==> config.mk <==
export PLATFORM = sky130hd
export DESIGN_NAME = xrcc_rx_comp
export DESIGN_NICKNAME = d
export VERILOG_FILES = /design/src/design/xrcc_pkg.sv /design/src/design/xrcc_phase_fifo.sv /design/src/design/xrcc_rx_comp.sv
export SDC_FILE = /design/constraint.sdc
export NUM_CORES = 1
export LEC_CHECK = 0
export BUFFER_PORTS_ARGS = -buffer_cell sky130_fd_sc_hd__buf_4
export CORE_MARGIN = 2
export CORE_UTILIZATION = 58
export CTS_CLUSTER_SIZE = 28
export DETAILED_ROUTE_END_ITERATION = 6
export PLACE_DENSITY_LB_ADDON = 0.15
export SLEW_MARGIN = 20
export SYNTH_ARGS = -nofsm -noshare
export SYNTH_HDL_FRONTEND = slang
export SYNTH_SLANG_ARGS = --single-unit
==> constraint.sdc <==
create_clock -name clk -period 6.9 [get_ports clk]
set_clock_uncertainty 0.2 [all_clocks]
set_input_delay 0.69 -clock clk [delete_from_list [all_inputs] [get_ports clk]]
set_output_delay 0.69 -clock clk [all_outputs]
set_load 0.005 [all_outputs]
==> src/design/xrcc_pkg.sv <==
// Purpose: Shared constants for the receive clock compensation block
// Assumes: 100 MHz core clock, 8-bit register port
// Notes:   Column layout is {ctrl[3:0], data[31:0]}, lane n in byte n
package xrcc_pkg;
	// ==========================================================
	// Timing
	localparam int CLK_NS = 10;
	localparam int RD_NS  = 80;
	localparam int RD_DIV = (RD_NS / CLK_NS) < 1 ? 1 : (RD_NS / CLK_NS);
	// ==========================================================
	// Buffers
	localparam int FIFO_DEPTH = 16;
	localparam int PTR_W      = 4;
	localparam int PH_DEPTH   = 4;
	localparam int PH_PTR_W   = 2;
	localparam int COL_W      = 36;
	localparam int GAP_W      = 3;
	// ==========================================================
	// Register offsets
	localparam logic [7:0] OFS_LANE_CTRL = 8'h00;
	localparam logic [7:0] OFS_ALIGN_EN  = 8'h04;
	localparam logic [7:0] OFS_WATER     = 8'h0d;
	localparam logic [7:0] OFS_GAP       = 8'h0e;
	localparam logic [7:0] OFS_PAT_LO    = 8'h12;
	localparam logic [7:0] OFS_PAT_HI    = 8'h13;
	localparam logic [7:0] OFS_EV_EN     = 8'h20;
	localparam logic [7:0] OFS_ALIGN_ST  = 8'h82;
	localparam logic [7:0] OFS_LSM_ST    = 8'h84;
	localparam logic [7:0] OFS_FIFO_ST   = 8'h85;
	localparam logic [7:0] OFS_EV_FLAGS  = 8'h8a;
	// ==========================================================
	// Field positions
	localparam int BIT_FELB    = 5;
	localparam int BIT_LSM_EN  = 7;
	localparam int BIT_ALIGNED = 2;
	localparam int BIT_URUN    = 6;
	localparam int BIT_ORUN    = 7;
	localparam int BIT_GAP_A   = 6;
	localparam int BIT_GAP_B   = 7;
	localparam int BIT_PAT_K   = 0;
	localparam int LSM_LSB     = 4;
	localparam int ALIGN_MSB   = 7;
	localparam int EV_ALIGNED  = 4;
	localparam int EV_URUN     = 5;
	localparam int EV_ORUN     = 6;
	// ==========================================================
	// Reset values
	localparam logic [7:0] RST_LANE_CTRL = 8'h00;
	localparam logic [7:0] RST_ALIGN_EN  = 8'h00;
	localparam logic [7:0] RST_WATER     = 8'h97;
	localparam logic [7:0] RST_GAP       = 8'h00;
	localparam logic [7:0] RST_PAT_LO    = 8'h1c;
	localparam logic [7:0] RST_PAT_HI    = 8'h01;
	localparam logic [7:0] RST_EV_EN     = 8'h00;
	// ==========================================================
	// Code groups
	localparam logic [7:0] K_SKIP  = 8'h1c;
	localparam logic [7:0] K_ALIGN = 8'h7c;
	localparam logic [7:0] K_SYNC  = 8'hbc;
	localparam logic [7:0] X_IDLE  = 8'h07;
	localparam logic [7:0] X_TERM  = 8'hfd;
	localparam logic [7:0] X_ERR   = 8'hfe;
	localparam logic [7:0] LF_L0   = 8'h9c;
	localparam logic [7:0] LF_L1   = 8'h00;
	localparam logic [7:0] LF_L2   = 8'h00;
	localparam logic [7:0] LF_L3   = 8'h01;
	localparam logic [3:0] LF_CTRL = 4'h1;
	typedef enum logic {RD_POP, RD_HELD} xrcc_rd_e;
endpackage

==> src/design/xrcc_phase_fifo.sv <==
// Purpose: Phase-only FIFO between two equal-rate clock points
// Assumes: Writer and reader share one frequency
// Notes:   Cannot absorb a rate difference; overflow drops the word
`timescale 1ns/10ps
`default_nettype none
module xrcc_phase_fifo
	import xrcc_pkg::*;
(
	// Clock and reset
	input  wire logic             clk,
	input  wire logic             rst_n,
	// Write side
	input  wire logic [COL_W-1:0] in_data,
	input  wire logic             in_valid,
	// Read side
	output logic      [COL_W-1:0] out_data,
	output logic                  out_valid
);
	logic [COL_W-1:0] mem [PH_DEPTH];
	logic [PH_PTR_W:0] wr_ptr_ff;
	logic [PH_PTR_W:0] rd_ptr_ff;
	logic              empty;
	logic              full;

	assign empty = (wr_ptr_ff == rd_ptr_ff);
	assign full  = (wr_ptr_ff - rd_ptr_ff) == (PH_PTR_W + 1)'(PH_DEPTH);

	always_ff @(posedge clk) begin
		if (in_valid && !full)
			mem[wr_ptr_ff[PH_PTR_W-1:0]] <= in_data;
	end

	always_ff @(posedge clk) begin
		if (!rst_n) begin
			wr_ptr_ff <= '0;
			rd_ptr_ff <= '0;
		end else begin
			if (in_valid && !full)
				wr_ptr_ff <= wr_ptr_ff + 1'b1;
			if (!empty)
				rd_ptr_ff <= rd_ptr_ff + 1'b1;
		end
	end

	always_ff @(posedge clk) begin
		if (!rst_n) begin
			out_data  <= '0;
			out_valid <= 1'b0;
		end else begin
			out_valid <= !empty;
			if (!empty)
				out_data <= mem[rd_ptr_ff[PH_PTR_W-1:0]];
		end
	end
endmodule // xrcc_phase_fifo
`default_nettype wire

==> src/design/xrcc_rx_comp.sv <==
// Purpose: Receive clock compensation, XGMII mapping, control and status
// Assumes: Aligner clock and status pins are asynchronous to clk
// Notes:   All lanes share one column FIFO, so lane flags match
//
// Added by the designer: the strobed register port.
`timescale 1ns/10ps
`default_nettype none
module xrcc_rx_comp
	import xrcc_pkg::*;
(
	// Clock and reset
	input  wire logic        clk,
	input  wire logic        rst_n,
	// Aligner side
	input  wire logic        algn_clk,
	input  wire logic [31:0] algn_data,
	input  wire logic [3:0]  algn_ctrl,
	// Asynchronous status pins
	input  wire logic        lane0_active,
	input  wire logic [3:0]  lsm_status,
	input  wire logic        algn_aligned,
	input  wire logic        resync,
	// Fabric control
	input  wire logic        felb_pin,
	input  wire logic        lsm_en_pin,
	input  wire logic        align_en_pin,
	// Fabric transmit
	input  wire logic [31:0] tx_data,
	input  wire logic [3:0]  tx_ctrl,
	input  wire logic        tx_valid,
	// Register port
	input  wire logic [7:0]  reg_addr,
	input  wire logic [7:0]  reg_wdata,
	input  wire logic        reg_wr,
	input  wire logic        reg_rd,
	output logic      [7:0]  reg_rdata,
	// Fabric receive
	output logic      [31:0] rxd,
	output logic      [3:0]  rxc,
	output logic             rx_valid,
	// Transmit to line
	output logic      [31:0] txo_data,
	output logic      [3:0]  txo_ctrl,
	output logic             txo_valid,
	// Control and status out
	output logic             loopback_on,
	output logic             lsm_enable,
	output logic             lsm_restart,
	output logic      [3:0]  align_lane_en,
	output logic             align_resync,
	output logic      [3:0]  lsm_sync,
	output logic             aligned,
	output logic      [3:0]  ctc_underrun,
	output logic      [3:0]  ctc_overrun
);

	// ==========================================================
	// Helpers
	function automatic logic to_idle(input logic [7:0] d, input logic k);
		to_idle = k && (d == K_SKIP || d == K_ALIGN || d == K_SYNC);
	endfunction

	function automatic logic is_pat(input logic [7:0] d, input logic k,
		input logic [7:0] lo, input logic [7:0] hi);
		is_pat = (d == lo) && (k == hi[BIT_PAT_K]);
	endfunction

	// ==========================================================
	// Input synchronisers: bit 0 lane0, 4:1 link sync, 5 aligned, 6 resync
	localparam int NSYNC = 7;
	logic [NSYNC-1:0] s1_ff;
	logic [NSYNC-1:0] s2_ff;
	logic [NSYNC-1:0] s3_ff;
	logic [NSYNC-1:0] filt_ff;
	logic [2:0]       ac_ff;
	logic             alg_lvl_ff;
	logic             alg_rise;

	always_ff @(posedge clk) begin
		if (!rst_n) begin
			s1_ff <= '0;
			s2_ff <= '0;
			s3_ff <= '0;
			ac_ff <= '0;
		end else begin
			s1_ff <= {resync, algn_aligned, lsm_status, lane0_active};
			s2_ff <= s1_ff;
			s3_ff <= s2_ff;
			ac_ff <= {ac_ff[1:0], algn_clk};
		end
	end

	// A change counts only once the last two stages agree
	generate
		for (genvar i = 0; i < NSYNC; i++) begin : g_filt
			always_ff @(posedge clk) begin
				if (!rst_n)
					filt_ff[i] <= 1'b0;
				else if (s2_ff[i] == s3_ff[i])
					filt_ff[i] <= s3_ff[i];
			end
		end
	endgenerate

	always_ff @(posedge clk) begin
		if (!rst_n)
			alg_lvl_ff <= 1'b0;
		else if (ac_ff[1] == ac_ff[2])
			alg_lvl_ff <= ac_ff[2];
	end
	assign alg_rise = ac_ff[1] && ac_ff[2] && !alg_lvl_ff;

	// ==========================================================
	// Registers
	logic [7:0] lane_ctrl_ff;
	logic [7:0] align_en_ff;
	logic [7:0] water_ff;
	logic [7:0] gap_reg_ff;
	logic [7:0] pat_lo_ff;
	logic [7:0] pat_hi_ff;
	logic [7:0] ev_en_ff;

	always_ff @(posedge clk) begin
		if (!rst_n) begin
			lane_ctrl_ff <= RST_LANE_CTRL;
			align_en_ff  <= RST_ALIGN_EN;
			water_ff     <= RST_WATER;
			gap_reg_ff   <= RST_GAP;
			pat_lo_ff    <= RST_PAT_LO;
			pat_hi_ff    <= RST_PAT_HI;
			ev_en_ff     <= RST_EV_EN;
		end else if (reg_wr) begin
			case (reg_addr)
				OFS_LANE_CTRL: lane_ctrl_ff <= reg_wdata;
				OFS_ALIGN_EN:  align_en_ff  <= reg_wdata;
				OFS_WATER:     water_ff     <= reg_wdata;
				OFS_GAP:       gap_reg_ff   <= reg_wdata;
				OFS_PAT_LO:    pat_lo_ff    <= reg_wdata;
				OFS_PAT_HI:    pat_hi_ff    <= reg_wdata;
				OFS_EV_EN:     ev_en_ff     <= reg_wdata;
				default: ;
			endcase
		end
	end

	// ==========================================================
	// Elastic FIFO, one column of all four lanes per entry
	logic [COL_W-1:0] emem [FIFO_DEPTH];
	logic [PTR_W:0]   ewr_ff;
	logic [PTR_W:0]   erd_ff;
	logic [PTR_W:0]   level;
	logic [3:0]       hi_mark;
	logic [3:0]       lo_mark;
	logic [GAP_W-1:0] min_gap;
	logic [GAP_W-1:0] gap_ff;
	logic             lane0_ok;
	logic             wr_go;
	logic             del;
	logic             do_wr;
	logic             orun_ev;
	logic             full;
	logic             empty;

	assign lane0_ok = filt_ff[0];
	assign level    = ewr_ff - erd_ff;
	assign full     = level == (PTR_W + 1)'(FIFO_DEPTH);
	assign empty    = level == '0;
	assign hi_mark  = water_ff[7:4];
	assign lo_mark  = water_ff[3:0];
	// One column per deletion, so the minimum gap is the multiplier plus one
	assign min_gap  = GAP_W'({gap_reg_ff[BIT_GAP_A], gap_reg_ff[BIT_GAP_B]}) + 1'b1;
	assign wr_go    = alg_rise && lane0_ok;
	assign del      = wr_go && is_pat(algn_data[7:0], algn_ctrl[0], pat_lo_ff, pat_hi_ff)
		&& (level >= {1'b0, hi_mark}) && (gap_ff >= min_gap);
	assign do_wr    = wr_go && !del && !full;
	assign orun_ev  = wr_go && !del && full;

	// Inter-packet run length seen on lane 0
	always_ff @(posedge clk) begin
		if (!rst_n)
			gap_ff <= '0;
		else if (wr_go) begin
			if (!algn_ctrl[0])
				gap_ff <= '0;
			else if (gap_ff != '1)
				gap_ff <= gap_ff + 1'b1;
		end
	end

	always_ff @(posedge clk) begin
		if (do_wr)
			emem[ewr_ff[PTR_W-1:0]] <= {algn_ctrl, algn_data};
	end

	// Read side on the reference clock rate
	logic [7:0]       tick_ff;
	logic             rd_go;
	logic [COL_W-1:0] head;
	logic             ins;
	logic             pop;
	logic             urun_ev;
	xrcc_rd_e         rd_st_ff;

	assign rd_go   = (tick_ff == 8'(RD_DIV - 1)) && lane0_ok;
	assign head    = emem[erd_ff[PTR_W-1:0]];
	assign urun_ev = rd_go && empty;
	// Repeat a skip column once, never twice in a row
	assign ins     = rd_go && !empty && rd_st_ff == RD_POP
		&& is_pat(head[7:0], head[32], pat_lo_ff, pat_hi_ff)
		&& (level <= {1'b0, lo_mark});
	assign pop     = rd_go && !empty && !ins;

	always_ff @(posedge clk) begin
		if (!rst_n)
			tick_ff <= '0;
		else if (tick_ff == 8'(RD_DIV - 1))
			tick_ff <= '0;
		else
			tick_ff <= tick_ff + 1'b1;
	end

	always_ff @(posedge clk) begin
		if (!rst_n) begin
			ewr_ff   <= '0;
			erd_ff   <= '0;
			rd_st_ff <= RD_POP;
		end else begin
			if (do_wr)
				ewr_ff <= ewr_ff + 1'b1;
			if (pop)
				erd_ff <= erd_ff + 1'b1;
			case (rd_st_ff)
				RD_POP:  if (ins) rd_st_ff <= RD_HELD;
				RD_HELD: if (pop) rd_st_ff <= RD_POP;
				default: rd_st_ff <= RD_POP;
			endcase
		end
	end

	// ==========================================================
	// Column stage and XGMII mapping
	logic [COL_W-1:0] col_ff;
	logic             col_vld_ff;
	logic [COL_W-1:0] dec_ff;
	logic             dec_vld_ff;
	logic [COL_W-1:0] nxt_dec;
	logic             bad_term;
	logic             seen_term;

	always_ff @(posedge clk) begin
		if (!rst_n) begin
			col_ff     <= '0;
			col_vld_ff <= 1'b0;
		end else begin
			col_vld_ff <= rd_go && !empty;
			if (rd_go && !empty)
				col_ff <= head;
		end
	end

	always_comb begin
		nxt_dec   = col_ff;
		bad_term  = 1'b0;
		seen_term = 1'b0;
		for (int n = 0; n < 4; n++) begin
			if (to_idle(col_ff[8*n +: 8], col_ff[32+n]))
				nxt_dec[8*n +: 8] = X_IDLE;
			// Lanes after a terminate must carry idle class groups
			if (seen_term && !to_idle(col_ff[8*n +: 8], col_ff[32+n]))
				bad_term = 1'b1;
			if (col_ff[32+n] && col_ff[8*n +: 8] == X_TERM)
				seen_term = 1'b1;
		end
		if (!filt_ff[5])
			nxt_dec = {LF_CTRL, LF_L3, LF_L2, LF_L1, LF_L0};
		else if (bad_term)
			nxt_dec = {4'hf, {4{X_ERR}}};
	end

	always_ff @(posedge clk) begin
		if (!rst_n) begin
			dec_ff     <= '0;
			dec_vld_ff <= 1'b0;
		end else begin
			dec_vld_ff <= col_vld_ff;
			if (col_vld_ff)
				dec_ff <= nxt_dec;
		end
	end

	// ==========================================================
	// Phase FIFOs toward fabric and line
	logic [COL_W-1:0] rx_q;
	logic [COL_W-1:0] tx_q;
	logic [COL_W-1:0] tx_in;
	logic             tx_in_vld;
	logic             felb_eff;

	assign felb_eff  = felb_pin || lane_ctrl_ff[BIT_FELB];
	// Loopback takes the compensated column before fabric mapping
	assign tx_in     = felb_eff ? col_ff : {tx_ctrl, tx_data};
	assign tx_in_vld = felb_eff ? col_vld_ff : tx_valid;

	xrcc_phase_fifo u_rx_phase (
		.clk       (clk),
		.rst_n     (rst_n),
		.in_data   (dec_ff),
		.in_valid  (dec_vld_ff),
		.out_data  (rx_q),
		.out_valid (rx_valid)
	);

	xrcc_phase_fifo u_tx_phase (
		.clk       (clk),
		.rst_n     (rst_n),
		.in_data   (tx_in),
		.in_valid  (tx_in_vld),
		.out_data  (tx_q),
		.out_valid (txo_valid)
	);

	assign rxd      = rx_q[31:0];
	assign rxc      = rx_q[35:32];
	assign txo_data = tx_q[31:0];
	assign txo_ctrl = tx_q[35:32];

	// ==========================================================
	// Control outputs
	logic lsm_eff;
	logic rd_fifo_st;
	logic rd_ev;

	assign lsm_eff    = lsm_en_pin || lane_ctrl_ff[BIT_LSM_EN];
	assign rd_fifo_st = reg_rd && reg_addr == OFS_FIFO_ST;
	assign rd_ev      = reg_rd && reg_addr == OFS_EV_FLAGS;

	always_ff @(posedge clk) begin
		if (!rst_n) begin
			loopback_on  <= 1'b0;
			lsm_enable   <= 1'b0;
			lsm_restart  <= 1'b0;
			align_resync <= 1'b0;
			lsm_sync     <= '0;
			aligned      <= 1'b0;
		end else begin
			loopback_on  <= felb_eff;
			lsm_enable   <= lsm_eff;
			lsm_restart  <= lsm_eff != lsm_enable;
			align_resync <= filt_ff[6];
			lsm_sync     <= filt_ff[4:1];
			aligned      <= filt_ff[5];
		end
	end

	generate
		for (genvar n = 0; n < 4; n++) begin : g_lane
			always_ff @(posedge clk) begin
				if (!rst_n) begin
					align_lane_en[n] <= 1'b0;
					ctc_underrun[n]  <= 1'b0;
					ctc_overrun[n]   <= 1'b0;
				end else begin
					align_lane_en[n] <= align_en_pin || align_en_ff[ALIGN_MSB-n];
					// A new event beats the read that clears it
					if (urun_ev)
						ctc_underrun[n] <= 1'b1;
					else if (rd_fifo_st)
						ctc_underrun[n] <= 1'b0;
					if (orun_ev)
						ctc_overrun[n] <= 1'b1;
					else if (rd_fifo_st)
						ctc_overrun[n] <= 1'b0;
				end
			end
		end
	endgenerate

	// ==========================================================
	// Sticky events: 3:0 link sync, 4 aligned, 5 underrun, 6 overrun
	logic [6:0] ev_src;
	logic [6:0] ev_prev_ff;
	logic [6:0] ev_ff;
	logic [6:0] ev_set;

	assign ev_src = {ctc_overrun[0], ctc_underrun[0], aligned, lsm_sync};
	assign ev_set = ev_en_ff[6:0] & ((ev_src & ~ev_prev_ff) | ({7{rd_ev}} & ev_src));

	always_ff @(posedge clk) begin
		if (!rst_n) begin
			ev_prev_ff <= '0;
			ev_ff      <= '0;
		end else begin
			ev_prev_ff <= ev_src;
			ev_ff      <= (rd_ev ? 7'h00 : ev_ff) | ev_set;
		end
	end

	// ==========================================================
	// Read port, data in the cycle after the strobe
	always_ff @(posedge clk) begin
		if (!rst_n)
			reg_rdata <= '0;
		else if (reg_rd) begin
			case (reg_addr)
				OFS_LANE_CTRL: reg_rdata <= lane_ctrl_ff;
				OFS_ALIGN_EN:  reg_rdata <= align_en_ff;
				OFS_WATER:     reg_rdata <= water_ff;
				OFS_GAP:       reg_rdata <= gap_reg_ff;
				OFS_PAT_LO:    reg_rdata <= pat_lo_ff;
				OFS_PAT_HI:    reg_rdata <= pat_hi_ff;
				OFS_EV_EN:     reg_rdata <= ev_en_ff;
				OFS_ALIGN_ST:  reg_rdata <= 8'(aligned) << BIT_ALIGNED;
				OFS_LSM_ST:    reg_rdata <= {lsm_sync, 4'h0};
				OFS_FIFO_ST:   reg_rdata <= {ctc_overrun[0], ctc_underrun[0], 6'h00};
				OFS_EV_FLAGS:  reg_rdata <= {1'b0, ev_ff};
				default:       reg_rdata <= 8'h00;
			endcase
		end else
			reg_rdata <= 8'h00;
	end
endmodule // xrcc_rx_comp
`default_nettype wire

# Yosys cells after proc, flatten, opt, wreduce, memory -nomap -nowiden
# Memories as Yosys holds them, arrays and structs flattened. A register that Yosys moved wholly into a read port is not among the register bits.
# Index checks and enable logic that the tools add are counted.
# totals
regBits	235
word_cells	229
mem_bits_rw	864
input_bits	104
output_inout_bits	103
mem_count	3
# op_classes
n_eq_ne	46
n_bitwise	8
n_reduce_logical	76
n_mux	32
magnitude_cmp	3
addsub	12
# mem_list
memory	words	width	rd	rd_clocked_by_memory_dff	wr	line	text
emem	16	36	1	1	1	xrcc_rx_comp.sv:148	logic [COL_W-1:0] emem [FIFO_DEPTH];
u_rx_phase.mem	4	36	1	1	1	xrcc_phase_fifo.sv:19	logic [COL_W-1:0] mem [PH_DEPTH];
u_tx_phase.mem	4	36	1	1	1	xrcc_phase_fifo.sv:19	
# op_table
operator	count
36-bit two-way mux	3
8-bit equality test (second input constant)	11
8-bit case mux with 11 select lines	1
8-bit by 5-bit equality test with 1-bit output (second input constant)	6
8-bit by 7-bit equality test with 1-bit output (second input constant)	4
1-bit logical AND	32
8-bit two-way mux	4
7-bit bitwise AND	3
1-bit two-way mux	18
2-bit AND reduction	9
8-bit by 3-bit equality test with 1-bit output (second input constant)	2
8-bit by 4-bit equality test with 1-bit output (second input constant)	2
8-bit equality test	2
1-bit logical NOT	16
3-bit by 1-bit adder with 3-bit output (second input constant)	5
1-bit logical OR	14
7-bit OR	2
5-bit by 1-bit adder with 5-bit output (second input constant)	2
1-bit equality test	10
8-bit by 1-bit adder with 8-bit output (second input constant)	1
8-bit by 6-bit equality test with 1-bit output (second input constant)	1
8-bit logical NOT	1
4-bit two-way mux	2
7-bit two-way mux	1
other kinds (19)	25

# Depth between registers and ports, before layout
# logic_depth
depth_word	11
depth_mapped	14
depth_no_buf	13

# By module
# From an unflattened synthesis, not the netlist that was laid out.
# hier_totals
hier_cells	2755
hier_area_um2	45168.3
# by_module_without_submodules
module	seq_area_each_um2	cells_per_inst	n_inst	area_per_inst_um2
xrcc_rx_comp	21800.9	1967	1	31440.2
xrcc_phase_fifo	5185.0	394	2	6864.1

# Worst setup path before layout
# OpenSTA, ideal clock, no wires.
# synth_path
kind	flip-flop to flip-flop
startpoint	register ewr_ff[0]
endpoint	memory emem[3][0], enable pin
arrival_ns	5.211
t_required_ns	6.226
path_stages_with_launch	12
setup_slack_ns	1.015
path_buffers	0
setup_ns	0.474
synth_period_minus_slack_ns	5.885
cell_sequence	dfxtp_1 inv_1 ha_1 inv_1 fa_1 ha_1 a21o_1 a21o_1 a211o_1 a211oi_2 nand2_1 nor3_1
# synth_between
elab_chain_cells	9
elab_cells_between_ends	11
classes_between	1 x add/sub; 1 x order compare; 1 x eq/ne; 2 x mux; 6 x reduce/logical
# synth_rtl
item	line	text
from (decl)	xrcc_rx_comp.sv:149	logic [PTR_W:0] ewr_ff;
from (signal assigned)	xrcc_rx_comp.sv:229	ewr_ff <= ewr_ff + 1'b1;
5-bit subtractor	xrcc_rx_comp.sv:165	assign level = ewr_ff - erd_ff;
5-bit by 4-bit >= comparator with 1-bit output	xrcc_rx_comp.sv:174	&& (level >= {1'b0, hi_mark}) && (gap_ff >= min_gap);
1-bit logical AND (2 in series)	xrcc_rx_comp.sv:174	
1-bit logical NOT	xrcc_rx_comp.sv:175	assign do_wr = wr_go && !del && !full;
1-bit logical AND (2 in series)	xrcc_rx_comp.sv:175	
1-bit two-way mux	xrcc_rx_comp.sv:191	if (do_wr)
1-bit two-way mux (not written as such)	xrcc_rx_comp.sv:192	emem[ewr_ff[PTR_W-1:0]] <= {algn_ctrl, algn_data};
to (decl)	xrcc_rx_comp.sv:148	
# Parallel ways exist; a longest one is shown, timed or not.

# Worst setup path after layout
# layout_path
startpoint	register ewr_ff[0]
endpoint	memory emem[10][17], enable pin
# The elaborated chain is that of the path after synthesis.

==> results.md <==
* Initial antenna violation count at 3
* Synthesized cell area at 45,100 µm²
* Switching pwr at 3.38 mW
* R2R cell count at 12
* Clock Sinks at 1,175
* Detail Placement HPWL at 62,200 µm
* Slew Limit Headroom at 33.2%
* Synth Instances at 2,778
* CTS Buf Count at 114
* Leak at 16.8 nW
* Register share of total power at 51.1%
* Number of max-cap violations at 0
* Cell Rows at 102
* Placer Congestion at 0.893
* Core Area at 77,200 µm²
* Arr. time, crit path at 5.08 ns
* Drt first pass iters at 7
* Post-synth cell types at 70
* Crit. End Element: register
* Switching share of power at 22.0%
* Hold path startpoint: lsm_status[3]
* Layout cells sized above 1 at 24.5%
* Fin. max-slew vios at 0
* Syn-to-layout area delta at 14.4%
* Slew @ Worst Pin at 0.996 ns
* Die area at 80,100 µm²
* Fin nets at 3,131
* Pwr Total at 15.3 mW
* Crit share post-route at 71.4%
* Power per Cell Area at 297 nW/µm²
* Post-CTS Setup Bufs at 0
* CP max FO at 25
* Met3 usage at 3.41%
* HP Class: in -> reg
* CTS root buf: clkbuf_16
* Synthesis Warnings at 0
* Final setup fails at 0
* DRT antenna net count at 0
* Residual DRC count at 0
* CTS H-tree depth at 3
* Grt total ovfl at 0
* I/O pin total at 207
* Post-synthesis sequential area ratio at 71.3%
* Max Fclk at 0.203 GHz
* Reg-to-reg critical path startpoint: ewr_ff[0]
* Vias in the first global route at 24,900
* Syn Nets at 2,922
* Post-route setup TNS at 0 ns
* R2R Setup Slk at 1.97 ns
* Fillers at 5,195
* First DRT Iteration DRCs at 2,467
* WP data required at 7.06 ns
* DRT Wirelength at 100,000 µm
* Async SR Flop Fraction at 0%
* Hold EP: s1_ff[4]
* Height of the chip at 283 µm
* Via-to-Cell Ratio at 6.03
* Setup CP Type: reg -> reg
* WHS Path Cells at 2
* Final-report hold violation count at 0
* Status: finished, final reports clean
* P_int at 12.0 mW
* Minimum clock period at 4.93 ns
* Peak supply drop at 0.000223 V
* Post-CTS sizing at 0
* Clock buffer depth at 3
* DR WL/cell at 24.3 µm
* Routing usage on met1 at 36.1%
* Combinational Power Share at 8.2%
* Total track usage at 25.1%
* Clock share of power at 40.8%
* Reg-to-Reg End: emem[10][17]
* Startpoint Class: register
* Via Count at 24,900
* Gr busiest metal: met2
* Clk slew on worst S/H paths at 0.06 ns
* Main flop type after synthesis: edfxtp_1
* RSZ-0062 raised after global routing: no
* Syn avg cell area at 16.3 µm²
* GR met2 Demand/Resource at 40.8%
* Port buffer count at 206
* Yosys reg bits at 1,175
* Global-route wire length before repair at 154,000 µm
* Die width at 283 µm
* Initial Util at 58.5%
* Largest net degree at the start of global routing at 98
* Post-CTS Hold Fix Bufs at 0
* EDFF count, synth at 864
* Clock latency on the worst-skew pair at 0.68 ns
* CTS tree: done
==> state kept, by name (all words and copies together), names as in the netlist, 36 cells and up, named ones only <==
register,cells
emem,576
u_rx_phase.mem,144
u_tx_phase.mem,144
u_rx_phase.out_data,36
dec_ff,36
u_tx_phase.out_data,36
col_ff,36
==> power by group through the flow <==
stage	sequential, mW	clock, mW	combinational [mW]
3_3_place_gp	7.98	0	1.25
5_1_grt	7.85	6.61	1.37
3_5_place_dp	7.98	0	1.27
2_1_floorplan	7.98	0	0.730
6_report	7.83	6.26	1.26
4_1_cts	7.84	6.34	1.28
==> Yosys cell counts (21+ instances only) <==
master,n,area (µm²)
a21oi_1,227,1140
and2_1,66,413
buf_1,23,86.3
buf_2,21,105
clkbuf_1,107,402
dfxtp_1,311,6230
edfxtp_1,864,25900
ha_1,39,488
inv_1,47,176
mux2_2,39,439
mux2i_1,23,230
mux4_2,237,5340
nand2_1,320,1200
nand2b_1,21,131
nand3_1,78,390
nor2_1,90,338
xnor2_1,22,193
xor2_1,27,236
==> logic make-up (layout without fill, tap and decap cells) <==
group	after synthesis	after routing	share of synthesized area (%)
AOI/OAI and AO/OA	348	348	4.55
xor gates and xnor gates	49	49	0.951
adders and majority gates	40	40	1.13
buffers and inverters	211	519	1.92
DFF	1175	1175	71.3
muxes	304	304	13.6
other	0	1	0
and+or+nand+nor	651	651	6.62
==> worst max-delay path by stage <==
stage,startpoint,slack (ns),cells after the start,to
after floorplan,ewr_ff[0],1.01,11,emem[3][0]
after CTS,ewr_ff[0],1.97,12,emem[10][17]
after global routing,ewr_ff[0],1.68,12,emem[8][23]
final,ewr_ff[0],1.97,12,emem[10][17]
after global placement,ewr_ff[0],2.08,12,emem[10][33]
after detailed placement,ewr_ff[0],1.99,12,emem[10][33]
==> per-stage QoR <==
step,setup WS [ns],instances,utilization (%),area [µm²],hold WS (ns)
after floorplan,1.01,2778,-,45100,0.212
after global placement,2.08,3911,62.0,47800,0.217
after detailed placement,1.99,3911,62.0,47800,0.219
after CTS,1.97,4126,66.9,51700,0.0000965
after global routing,1.68,4126,66.9,51700,0.00764
final,1.97,4127,66.9,51700,0.0297
==> final cells by class <==
class / count / area, µm² / area share, %
Inverter: 48 / 185 / 0.358
Antenna cell: 1 / 2.50 / 0.00484
Tap cell: 1040 / 1300 / 2.52
Clock inverter: 67 / 702 / 1.36
Multi-Input combinational cell: 1392 / 12200 / 23.7
Clock buffer: 148 / 3110 / 6.03
Sequential cell: 1175 / 32200 / 62.3
Timing Repair Buffer: 256 / 1930 / 3.74
==> critical path, cell delays in order, from the launching register on <==
cell and delay (ns):
dfxtp_1 0.42, inv_1 0.12, ha_1 0.22, inv_1 0.07, fa_1 0.47, ha_1 0.30, a21o_1 0.16, a21o_1 0.18
a211o_1 0.32, a211oi_2 0.56, nand2_1 0.36, nor2_4 0.85, buf_4 0.38
==> cells in the final DEF, fill, tap and decap left out, types with 21 or more instances in the layout <==
cell type  netlist  routed
nand3_1         78      78
inv_1           47      47
buf_4           11     255
edfxtp_1       864     864
clkinv_2         0      26
mux4_2         237     237
xnor2_1         22      22
mux2i_1         23      23
clkbuf_1       107      23
xor2_1          27      27
dfxtp_1        311     305
clkbuf_16        0     116
mux2_2          39      39
ha_1            39      39
nand2_1        320     320
and2_1          66      66
nand2b_1        21      21
a21oi_1        227     227
nor2_1          90      75
==> metal layers <==
metal / vias up / share of wire [%]
li1: 11100 / -
met1: 12700 / 42
met2: 920 / 49
met3: 183 / 6.4
met4: 4 / 2.7
met5: - / 0.023
(Power assumes the default switching activity.)
